File: src/include/pdesp_pkg.sv
package pdesp_pkg;
  // ==================================================
  // register map (printed offsets, byte addresses)
  localparam logic [7:0] OFF_DATA_PINS   = 8'h08;
  localparam logic [7:0] OFF_DATA_DIR    = 8'h88;
  localparam logic [7:0] OFF_CTRL_PINS   = 8'h09;
  localparam logic [7:0] OFF_CTRL_STAT   = 8'h89;
  localparam logic [7:0] OFF_ANALOG_CFG  = 8'h9f;
  localparam logic [7:0] OFF_IRQ_STATUS  = 8'hc0;
  localparam logic [7:0] OFF_IRQ_MASK    = 8'hc1;
  // ==================================================
  // field positions of the control/status register
  localparam int BIT_IBF  = 7;
  localparam int BIT_OBF  = 6;
  localparam int BIT_INPUT_OVERFLOW_FLAG = 5;
  localparam int BIT_MODE = 4;
  // ==================================================
  // reset values
  localparam logic [7:0] RST_DATA_DIR   = 8'hff;
  localparam logic [2:0] RST_CTRL_DIR   = 3'h7;
  localparam logic [3:0] RST_ANALOG_CFG = 4'h0;
  localparam logic [1:0] RST_IRQ_MASK   = 2'h0;
  // analog config values >= this make all control pins digital
  localparam logic [3:0] ANALOG_ALL_DIGITAL = 4'h6;
  // phase count: four quarter phases per instruction cycle
  localparam int PHASES = 4;
  localparam logic [1:0] PH_Q2 = 2'h1;
  localparam logic [1:0] PH_Q4 = 2'h3;
  // ==================================================
  typedef struct packed {
    logic [7:0] addr;
    logic [7:0] wdata;
    logic       wr;
    logic       rd;
  } pdesp_bus_s;
  typedef struct packed {
    logic [7:0] o;
    logic [7:0] oe_n;
  } pdesp_pins8_s;
endpackage

File: src/rtl/pdesp_sync3.sv
`timescale 1ns/100ps
module pdesp_sync3
#(
  parameter int W = 1
)
(
  input  wire logic         clk,
  input  wire logic         resetn,
  input  wire logic [W-1:0] d,
  input  wire logic [W-1:0] rst_val,
  output logic      [W-1:0] q
);
  logic [W-1:0] s1_reg;
  logic [W-1:0] s2_reg;
  logic [W-1:0] s3_reg;
  logic [W-1:0] q_next;
  // a change is accepted once the second and third stages agree
  genvar i;
  generate
    for (i = 0; i < W; i++)
    begin : g_bit
      assign q_next[i] = (s2_reg[i] == s3_reg[i]) ? s3_reg[i] : q[i];
    end
  endgenerate
  always_ff @(posedge clk)
  begin
    s1_reg <= d;
    s2_reg <= s1_reg;
    s3_reg <= s2_reg;
    if (!resetn)
      q <= rst_val;
    else
      q <= q_next;
  end
endmodule

File: src/rtl/pdesp_top.sv
`timescale 1ns/100ps
//Overview of operation
//- data pins are GPIO or slave bus bits
//- three control pins, each own direction
//- mode bit turns control pins into strobes
//- analog control pins read as zero
//- direction bits drive pins even analog
//- control pins come up analog after reset
//- output full until external read
//- overflow on unread write, software clears
//- data direction resets to all inputs
//- status register holds dirs, bit3 zero
//- write complete sets full on Q4 after Q2
//- input full cleared by CPU read only
//- slave mode ignores direction, two latches
module pdesp_top
(
  input  wire logic                        clk,
  input  wire logic                        resetn,
  input  wire logic [7:0]                  bus_addr,
  input  wire logic [7:0]                  bus_wdata,
  input  wire logic                        bus_wr,
  input  wire logic                        bus_rd,
  output logic      [7:0]                  bus_rdata,
  input  wire logic [7:0]                  data_pins_i,
  output pdesp_pkg::pdesp_pins8_s          data_pins,
  input  wire logic [2:0]                  ctrl_pins_i,
  output logic      [2:0]                  ctrl_pins_o,
  output logic      [2:0]                  ctrl_pins_oe_n,
  output logic                             slave_port_irq_flag,
  output logic                             irq
);
  import pdesp_pkg::*;
  // ==================================================
  // bus decode
  pdesp_bus_s bus;
  assign bus = '{addr: bus_addr, wdata: bus_wdata, wr: bus_wr, rd: bus_rd};
  wire sel_dpin = bus.addr == OFF_DATA_PINS;
  wire sel_ddir = bus.addr == OFF_DATA_DIR;
  wire sel_cpin = bus.addr == OFF_CTRL_PINS;
  wire sel_stat = bus.addr == OFF_CTRL_STAT;
  wire sel_acfg = bus.addr == OFF_ANALOG_CFG;
  wire sel_ist  = bus.addr == OFF_IRQ_STATUS;
  wire sel_imsk = bus.addr == OFF_IRQ_MASK;
  // ==================================================
  // registers
  logic [7:0] out_latch_reg;
  logic [7:0] in_latch_reg;
  logic [7:0] ddir_reg;
  logic [2:0] cdir_reg;
  logic [2:0] cout_reg;
  logic       mode_reg;
  logic       ibf_reg;
  logic       obf_reg;
  logic       input_overflow_flag_reg;
  logic [3:0] acfg_reg;
  logic [1:0] ist_reg;
  logic [1:0] imsk_reg;
  logic [1:0] phase_reg;
  logic       pend_reg;
  logic       armed_reg;
  logic       seen_q2_reg;
  logic       rd_act_reg;
  logic [7:0] rdata_reg;
  // ==================================================
  // pin synchronisers
  logic [7:0] dpin_s;
  logic [2:0] cpin_s;
  pdesp_sync3 #(.W(8)) u_sync_d
  (
    .clk     (clk),
    .resetn  (resetn),
    .d       (data_pins_i),
    .rst_val (8'hff),
    .q       (dpin_s)
  );
  pdesp_sync3 #(.W(3)) u_sync_c
  (
    .clk     (clk),
    .resetn  (resetn),
    .d       (ctrl_pins_i),
    .rst_val (3'h7),
    .q       (cpin_s)
  );
  // ==================================================
  // control pin roles
  wire analog_n  = acfg_reg >= ANALOG_ALL_DIGITAL;
  wire ext_rd_n  = cpin_s[0];
  wire ext_wr_n  = cpin_s[1];
  wire ext_cs_n  = cpin_s[2];
  wire slave     = mode_reg;
  wire ext_wr_on = slave && !ext_cs_n && !ext_wr_n;
  wire ext_rd_on = slave && !ext_cs_n && !ext_rd_n;
  wire wr_end    = armed_reg && !ext_wr_on;
  wire rd_end    = rd_act_reg && !ext_rd_on;
  wire cpu_rd_in = bus.rd && sel_dpin && slave;
  wire cpu_wr_o  = bus.wr && sel_dpin;
  wire at_q2     = phase_reg == PH_Q2;
  wire at_q4     = phase_reg == PH_Q4;
  wire set_ibf   = pend_reg && seen_q2_reg && at_q4;
  // ==================================================
  // pin drivers
  genvar g;
  generate
    for (g = 0; g < 8; g++)
    begin : g_dpin
      assign data_pins.oe_n[g] = slave ? !ext_rd_on : ddir_reg[g];
    end
  endgenerate
  assign data_pins.o    = out_latch_reg;
  assign ctrl_pins_o    = cout_reg;
  assign ctrl_pins_oe_n = cdir_reg;
  // ==================================================
  // read mux
  wire [7:0] stat_val = {ibf_reg, obf_reg, input_overflow_flag_reg, mode_reg, 1'b0,
                         cdir_reg};
  wire [7:0] cpin_val = {5'h00, analog_n ? cpin_s : 3'h0};
  wire [7:0] dpin_val = slave ? in_latch_reg : dpin_s;
  wire [7:0] rd_mux =
    sel_dpin ? dpin_val :
    sel_ddir ? ddir_reg :
    sel_cpin ? cpin_val :
    sel_stat ? stat_val :
    sel_acfg ? {4'h0, acfg_reg} :
    sel_ist  ? {6'h00, ist_reg} :
    sel_imsk ? {6'h00, imsk_reg} : 8'h00;
  assign bus_rdata           = rdata_reg;
  assign slave_port_irq_flag = ist_reg[0];
  assign irq                 = |(ist_reg & imsk_reg);
  // ==================================================
  // next values
  wire ibf_next  = set_ibf || (ibf_reg && !cpu_rd_in);
  wire input_overflow_flag_set  = ext_wr_on && !armed_reg && ibf_reg;
  wire input_overflow_flag_next = input_overflow_flag_set ||
                   (input_overflow_flag_reg && !(bus.wr && sel_stat &&
                                  !bus.wdata[BIT_INPUT_OVERFLOW_FLAG]));
  wire obf_next  = (cpu_wr_o && slave) || (obf_reg && !rd_end);
  wire [1:0] ist_ev   = {input_overflow_flag_set, set_ibf};
  wire [1:0] ist_next = ist_ev |
                        (ist_reg & {2{!(bus.rd && sel_ist)}});
  wire q2_next = pend_reg && (seen_q2_reg || at_q2) && !set_ibf;
  // ==================================================
  // clocked state
  always_ff @(posedge clk)
  begin
    if (!resetn)
    begin
      out_latch_reg <= 8'h00;
      in_latch_reg  <= 8'h00;
      ddir_reg      <= RST_DATA_DIR;
      cdir_reg      <= RST_CTRL_DIR;
      cout_reg      <= 3'h0;
      mode_reg      <= 1'b0;
      ibf_reg       <= 1'b0;
      obf_reg       <= 1'b0;
      input_overflow_flag_reg      <= 1'b0;
      acfg_reg      <= RST_ANALOG_CFG;
      ist_reg       <= 2'h0;
      imsk_reg      <= RST_IRQ_MASK;
      phase_reg     <= 2'h0;
      pend_reg      <= 1'b0;
      armed_reg     <= 1'b0;
      seen_q2_reg   <= 1'b0;
      rd_act_reg    <= 1'b0;
      rdata_reg     <= 8'h00;
    end
    else
    begin
      phase_reg  <= phase_reg + 2'h1;
      armed_reg  <= ext_wr_on;
      rd_act_reg <= ext_rd_on;
      if (ext_wr_on)
        in_latch_reg <= dpin_s;
      pend_reg    <= wr_end || (pend_reg && !set_ibf);
      seen_q2_reg <= q2_next;
      ibf_reg     <= ibf_next;
      input_overflow_flag_reg    <= input_overflow_flag_next;
      obf_reg     <= obf_next;
      ist_reg     <= ist_next;
      rdata_reg   <= bus.rd ? rd_mux : 8'h00;
      if (cpu_wr_o)
        out_latch_reg <= bus.wdata;
      if (bus.wr && sel_ddir)
        ddir_reg <= bus.wdata;
      if (bus.wr && sel_cpin)
        cout_reg <= bus.wdata[2:0];
      if (bus.wr && sel_stat)
      begin
        mode_reg <= bus.wdata[BIT_MODE];
        cdir_reg <= bus.wdata[2:0];
      end
      if (bus.wr && sel_acfg)
        acfg_reg <= bus.wdata[3:0];
      if (bus.wr && sel_imsk)
        imsk_reg <= bus.wdata[1:0];
    end
  end
  // ==================================================
  // checks
  a_ibf_on_q4: assert property (@(posedge clk) disable iff (!resetn)
    $rose(ibf_reg) |-> $past(phase_reg) == PH_Q4)
    else $error("input full set off Q4");
  a_ibf_hold: assert property (@(posedge clk) disable iff (!resetn)
    ibf_reg && !cpu_rd_in |=> ibf_reg)
    else $error("input full cleared without read");
  a_input_overflow_flag_set: assert property (@(posedge clk) disable iff (!resetn)
    input_overflow_flag_set |=> input_overflow_flag_reg)
    else $error("overflow not set");
  a_obf_write: assert property (@(posedge clk) disable iff (!resetn)
    cpu_wr_o && slave |=> obf_reg)
    else $error("output full not set");
  a_drive_gate: assert property (@(posedge clk) disable iff (!resetn)
    slave && !ext_rd_on |-> &data_pins.oe_n)
    else $error("data driven without read");
  a_gpio_dir: assert property (@(posedge clk) disable iff (!resetn)
    !slave |-> data_pins.oe_n == ddir_reg)
    else $error("gpio direction wrong");
  a_analog_zero: assert property (@(posedge clk) disable iff (!resetn)
    bus.rd && sel_cpin && !analog_n |=> bus_rdata == 8'h00)
    else $error("analog pins not zero");
  a_bit3_zero: assert property (@(posedge clk) disable iff (!resetn)
    bus.rd && sel_stat |=> !bus_rdata[3])
    else $error("bit3 not zero");
  a_ibf_delay: assert property (@(posedge clk) disable iff (!resetn)
    wr_end |-> ##[1:8] ibf_reg)
    else $error("input full late");
  c_ext_write: cover property (@(posedge clk) $rose(ibf_reg));
  c_overflow: cover property (@(posedge clk) $rose(input_overflow_flag_reg));
  c_ext_read: cover property (@(posedge clk) rd_end && obf_reg);
  c_irq: cover property (@(posedge clk) $rose(irq));
endmodule

File: config.mk
export PLATFORM = sky130hd
export DESIGN_NAME = pdesp_top
export DESIGN_NICKNAME = d
export VERILOG_FILES = /design/src/include/pdesp_pkg.sv /design/src/rtl/pdesp_sync3.sv /design/src/rtl/pdesp_top.sv
export SDC_FILE = /design/constraint.sdc
export NUM_CORES = 1
export LEC_CHECK = 0
export BUFFER_PORTS_ARGS = -buffer_cell sky130_fd_sc_hd__buf_4
export CORE_MARGIN = 2
export CORE_UTILIZATION = 58
export DETAILED_ROUTE_END_ITERATION = 8
export PLACE_DENSITY = 0.82
export SLEW_MARGIN = 20
export SYNTH_ARGS = -nofsm -noshare
export SYNTH_HDL_FRONTEND = slang
export SYNTH_SLANG_ARGS = --single-unit
File: constraint.sdc
create_clock -name clk -period 3.7 [get_ports clk]
set_input_delay 0.37 -clock clk [delete_from_list [all_inputs] [get_ports clk]]
set_output_delay 0.37 -clock clk [all_outputs]
set_load 0.05 [all_outputs]
==> results.md, run 1 <==
* Fin crit period at 2.365 ns
* Kind of end point of the critical path: output pin
* Area of placed instances at 4115 um^2
* Crit-path cells: buf_4 -> nand2b_1 -> nor2_1 -> nor2_1 -> buf_4
* Cell taking the most area after synthesis: dfxtp_1
* Peak supply drop at 0.3715 mV
* Clock Power Share at 35.0%
* Die area at 6896 um^2
* Layout cells sized above 1 at 20.05%
* Initial detailed-routing violation count at 202
* Critical Path RT at 3.33 ns
* IO Port Bufs at 62
* Placed Cells at 493
* Initial antenna violation count at 0
* Total grt overflow at 0
* Worst r2r src: mode_reg
* Worst-Margin Slew at 0.7084 ns
* Hold_buf cts at 0
* Final Non-Filler Cells at 509
* Int Pwr at 1.426 mW
* Initial Util at 60.48%
* Status: completed
* Compound-Gate Fraction of Synth Area at 12.74%
* Flop-to-flop setup slack at 2.06 ns
* Chip width at 83.04 um
* WS Path Type: register to output pin
* Fillers at 463
* Hold Fails Final Rpt at 0
* Netlist Area Pre-Place at 3623 um^2
* CTS tree: yes
* Routed WL per cell at 15.17 um
* P_leak at 1.727 nW
* DRT Pass-1 Iters at 4
* Final instance area at 4308 um^2
* Share of the synthesized area in the top cell type at 55.25%
* Detail Placement HPWL at 5481 um
* Most used DFF post-synth: dfxtp_1
* Distinct cells, synth at 43
* Diodes inserted at 0
* Tot GR Track Use at 23.19%
* Worst-path clk slew at 0.10 ns
* Post-Route Skew at 0.004983 ns
* Synth warn at 0
* NetSw at 452.9 uW
* Antenna-violating nets left at 0
* GPL Wtd Cong at 0.9154
* Hold path depth at 1
* Height of the die at 83.04 um
* Cells after synthesis at 374
* Synth Area in Adders at 0.6906%
* CP startpoint kind: register
* Fin crit share at 63.93%
* Main combinational cell family by area after synthesis: simple AND/OR/NAND/NOR gates
* Sw Share at 24.11%
* CTS Sinks at 100
* Worst Hold Path EP: u_sync_d.s1_reg[2]
* Number of synthesized flops with an enable pin at 0
* H-tree Lvls at 3
* Register bit total from synthesis at 100
* Clock insertion delay at the later pin of the skew report at 0.36 ns
* RSZ-0062 raised after global routing: no
* Register area at 2002 um^2
* Vias in the first global route at 2635
* WP data arrival at 2.00 ns
* Via Count at 2765
* Setup Viol. Count Final at 0
* # resized after CTS at 0
* Nets at 462
* Root Buffer: clkbuf_8
* Hold Crit Start: data_pins_i[2]
* FF-to-FF path depth at 5
* Postcts setup bufs at 0
* Slew Viols, Final at 0
* Io pins at 63
* Synth-to-Final Area Change at 18.89%
* Core ar. at 5991 um^2
* Reg power frac at 59.7%
* Residual DRC count at 0
* Synth async-reset ratio at 0%
* FMAX at 422.8 MHz
* Maxcap violations at 0
* Post-synthesis mux area share at 9.738%
* Setup TNS at 0 ns
* Relative slew slack at 52.41%
* Ranking of synthesized cells by area: dfxtp_1 (55%), mux2i_1 (9.1%), nand2_1 (3.9%)
* Worst Hold Class: input pin to register
* Cell Pwr Density at 436.1 nW/um^2
* Peak fanout along the critical path at 19
* Comb pwr share at 5.2%
* TritonCTS Buffers at 9
* Worst stage delay on the critical path at 0.55 ns
* Sequential share of the synthesized area at 55.25%
* Largest net degree at the start of global routing at 62
* Xor/xnor share of the synthesized area at 0%
* Synth Area in Simple Gates at 17.89%
* Post-Syn Area per Cell at 9.688 um^2
* CTS Buffer Depth at 2
* Via density per instance at 5.432
* Routed Wire Length at 7723 um
* Syn_nets at 407
* Reg2reg end: obf_reg
* Slowest cell on crit path: nor2_1
* Global-route wire length before repair at 12690 um
* Multi-input gate area at 1494 um^2
* Site Rows at 28
[cells in the final DEF, fill, tap and decap left out, drive strengths merged, types with 17 or more instances in the layout]
master,count
a21oi,20
buf,64
nand2,38
a21boi,18
o21ai,19
dfxtp,100
nor2,34
nand3,17
mux2i,33
nor2b,18
[routing by layer]
metal,global-route usage (%),wire length (um)
met5,0,0
met3,4.573,370
met1,29.16,3414
met2,38.20,3747
met4,11.18,190
[through the flow]
| step | util [%] | hold slack [ns] | power [mW] | setup WS, ns |
|---|---|---|---|---|
| floorplan | - | 0.3096 | 1.197 | 1.667 |
| detailed placement | 68.69 | 0.3132 | 1.245 | 1.609 |
| global placement | 68.69 | 0.3097 | 1.240 | 1.641 |
| global route | 71.91 | 0.08009 | 1.946 | 1.172 |
| finish | 71.91 | 0.09825 | 1.879 | 1.335 |
| CTS | 71.91 | 0.08460 | 1.896 | 1.304 |
[power groups by stage]
stage               combinational (mW)  clock, mW  sequential [mW]
detailed placement              0.0975          0             1.15
CTS                             0.0979      0.675             1.12
global placement                0.0946          0             1.15
floorplan                       0.0539          0             1.14
finish                          0.0982      0.658             1.12
global route                     0.110      0.710             1.13
[worst max path at each step]
stage	cells after the start	end	start	slack, ns
finish	5	data_pins[4]	mode_reg	1.33
global route	5	data_pins[4]	mode_reg	1.17
CTS	5	data_pins[5]	mode_reg	1.30
detailed placement	5	ibf_reg	bus_addr[5]	1.61
global placement	5	ibf_reg	bus_addr[5]	1.64
floorplan	4	data_pins[0]	mode_reg	1.67
[cells by family (layout without fill, tap and decap cells)]
| family | count (synthesis) | count (layout) |
|---|---|---|
| AO/OA/AOI/OAI | 73 | 73 |
| multiplexers | 35 | 35 |
| buffers and inverters | 32 | 92 |
| flip-flops | 100 | 100 |
| adder cells (fa/ha/maj) | 2 | 2 |
| AND/OR/NAND/NOR | 132 | 132 |
[layout make-up]
type | count | share of cell area, %
Tap cell | 75 | 2.178
Timing Repair Buffer | 64 | 11.15
Inverter | 12 | 1.046
Sequential cell | 100 | 46.47
Clock buffer | 10 | 3.195
Clock inverter | 6 | 1.278
Multi-Input combinational cell | 242 | 34.68
[critical path, delay by kind of cell (launching register included)]
| kind | cells | cell delay, ns |
|---|---|---|
| simple gates | 3 | 0.84 |
| buf+inv | 2 | 0.47 |
| flops | 1 | 0.32 |
[synthesized netlist by cell type (2+ instances only)]
master,count
nor2_1,33
nand3_1,17
nand2_1,38
ha_1,2
and2_1,3
nor4_1,2
and3_1,2
mux2_2,2
nor3b_1,3
inv_1,12
buf_2,5
o21ai_0,18
or4_1,3
nand4_1,4
dfxtp_1,100
nor2b_1,18
clkbuf_1,13
mux2i_1,33
o221ai_1,2
nor3_1,2
a221oi_1,3
a21boi_0,17
o211a_1,2
a21oi_1,20
o211ai_1,2
Note: power is estimated with default switching activity, not from simulation.
==> inputs of run 2 (changes only) <==
--- a/config.mk
+++ b/config.mk
@@ -7,9 +7,9 @@
 export LEC_CHECK = 0
 export BUFFER_PORTS_ARGS = -buffer_cell sky130_fd_sc_hd__buf_4
 export CORE_MARGIN = 2
-export CORE_UTILIZATION = 58
+export CORE_UTILIZATION = 49
 export DETAILED_ROUTE_END_ITERATION = 8
-export PLACE_DENSITY = 0.82
+export PLACE_DENSITY = 0.74
 export SLEW_MARGIN = 20
 export SYNTH_ARGS = -nofsm -noshare
 export SYNTH_HDL_FRONTEND = slang
==> constraint.sdc (replaced) <==
create_clock -name clk -period 2 [get_ports clk]
set_input_delay 0.2 -clock clk [delete_from_list [all_inputs] [get_ports clk]]
set_output_delay 0.2 -clock clk [all_outputs]
set_load 0.05 [all_outputs]
==> run 2 against run 1 <==
Against the previous run:
- register-to-register slack worse by 1.6 ns
- global-route usage is 3.3 points lower
- via count is 4.7% higher
- clock power is 98% higher
- sequential power is 86% higher
- wire length is 2.5% higher
- sequential share of layout area is 2.1 points lower
- critical path type unchanged
==> results.md, run 2 (synthesis results as in run 1) <==
* FF-to-FF path depth at 4
* RSZ-0062 raised after global routing: no
* Cell Pwr Density at 793.0 nW/um^2
* Fillers at 619
* Chip width at 90.00 um
* Peak fanout along the critical path at 10
* Nets at 480
* Most frequent cells in the layout: dfxtp_1 (100), buf_4 (71), nand2_1 (38)
* Via density per instance at 5.264
* Initial Util at 50.23%
* Relative slew slack at 59.65%
* Worst Hold Class: input pin to register
* Final Util at 62.54%
* Setup TNS at 0 ns
* Hold Crit Start: bus_wdata[6]
* Status: completed
* Worst-path clk slew at 0.09 ns
* Critical Path RT at 1.80 ns
* Fin crit period at 1.847 ns
* Core ar. at 7214 um^2
* Antenna-violating nets left at 0
* Global-route wire length before repair at 12750 um
* Worst-Margin Slew at 0.6046 ns
* Tot GR Track Use at 19.88%
* Peak supply drop at 0.5118 mV
* Largest net degree at the start of global routing at 33
* IO Port Bufs at 62
* Kind of end point of the critical path: output pin
* Postcts setup bufs at 0
* P_leak at 1.816 nW
* Worst Hold Path EP: ddir_reg[6]
* CTS Buffer Depth at 2
* Via Count at 2895
* Final Non-Filler Cells at 550
* Root Buffer: clkbuf_8
* GPL Wtd Cong at 0.9013
* CP startpoint kind: register
* Hold Fails Final Rpt at 0
* Layout cells sized above 1 at 20.62%
* FMAX at 541.3 MHz
* Flop-to-flop setup slack at 0.50 ns
* H-tree Lvls at 3
* Die area at 8099 um^2
* Vias in the first global route at 2590
* TritonCTS Buffers at 9
* Slew Viols, Final at 0
* Worst r2r src: u_sync_c.q[2]
* Routed Wire Length at 7917 um
* Setup crit start: u_sync_c.q[2]
* Placed Cells at 524
* Post-Route Skew at 0.01216 ns
* Fin crit share at 92.37%
* CTS tree: yes
* Clock insertion delay at the later pin of the skew report at 0.36 ns
* Initial antenna violation count at 0
* Total power at 3.578 mW
* Maxcap violations at 0
* Io pins at 63
* Setup Viol. Count Final at 0
* Reg2reg end: in_latch_reg[5]
* Routed WL per cell at 14.39 um
* Height of the die at 90.00 um
* Synth-to-Final Area Change at 24.52%
* Commonest non-fill, non-tap cell in the layout: dfxtp_1
* WP data arrival at 1.65 ns
* Site Rows at 31
* Initial detailed-routing violation count at 191
* Hold path depth at 3
* WS Path Type: register to output pin
* Residual DRC count at 0
* Diodes inserted at 0
* Total grt overflow at 0
* Detail Placement HPWL at 5570 um
* CTS Sinks at 100
* DRT Pass-1 Iters at 4
-- run 2: worst max-delay path: stages, from the launching register on --
cell and delay, ns:
dfxtp_1 0.35, nand2b_1 0.21, nor2_2 0.38, nor2_1 0.14, buf_4 0.21
-- run 2: area by class of cell --
class	instances	area, um^2	area share (%)
Sequential cell	100	2002	44.37
Multi-Input combinational cell	242	1496	33.17
Timing Repair Buffer	82	643.1	14.25
Clock buffer	12	155.1	3.439
Tap cell	99	123.9	2.745
Clock inverter	3	46.29	1.026
Inverter	12	45.04	0.9983
-- run 2: how the worst max path moves through the flow --
stage / end / slack (ns)
floorplan: data_pins[0] / 0.14
global placement: ctrl_pins_oe_n[2] / 0.26
detailed placement: ctrl_pins_oe_n[1] / 0.26
CTS: data_pins[4] / 0.16
global route: data_pins[5] / 0.009
finish: data_pins[5] / 0.15
-- run 2: what timing repair did --
item,CTS,global route
hold buffers,11,0
setup endpoints to repair,8,0
hold endpoints to repair,11,0
gates resized for setup,1,0
-- run 2: power by group --
| group | leakage (nW) | internal [mW] | switching (mW) |
|---|---|---|---|
| combinational | 0.895 | 0.102 | 0.104 |
| clock | 0.0987 | 0.643 | 0.653 |
| sequential | 0.822 | 2.04 | 0.0311 |
| total | 1.82 | 2.79 | 0.788 |
-- run 2: metal layers --
layer | vias up | track usage [%] | part of all wire [%]
met3 | 14 | 4.191 | 4.7
li1 | 1428 | - | -
met4 | 0 | 8.590 | 1.6
met2 | 86 | 32.51 | 49
met5 | - | 0 | 0
met1 | 1367 | 25.59 | 45
-- run 2: stage by stage --
| step | hold WS, ns | cell area, um^2 | setup WS, ns |
|---|---|---|---|
| 2_1_floorplan | 0.2277 | 3623 | 0.1374 |
| 3_3_place_gp | 0.3046 | 4198 | 0.2622 |
| 3_5_place_dp | 0.3054 | 4198 | 0.2567 |
| 4_1_cts | 0.06688 | 4512 | 0.1619 |
| 5_1_grt | 0.06193 | 4512 | 0.008560 |
| 6_report | 0.07951 | 4512 | 0.1525 |
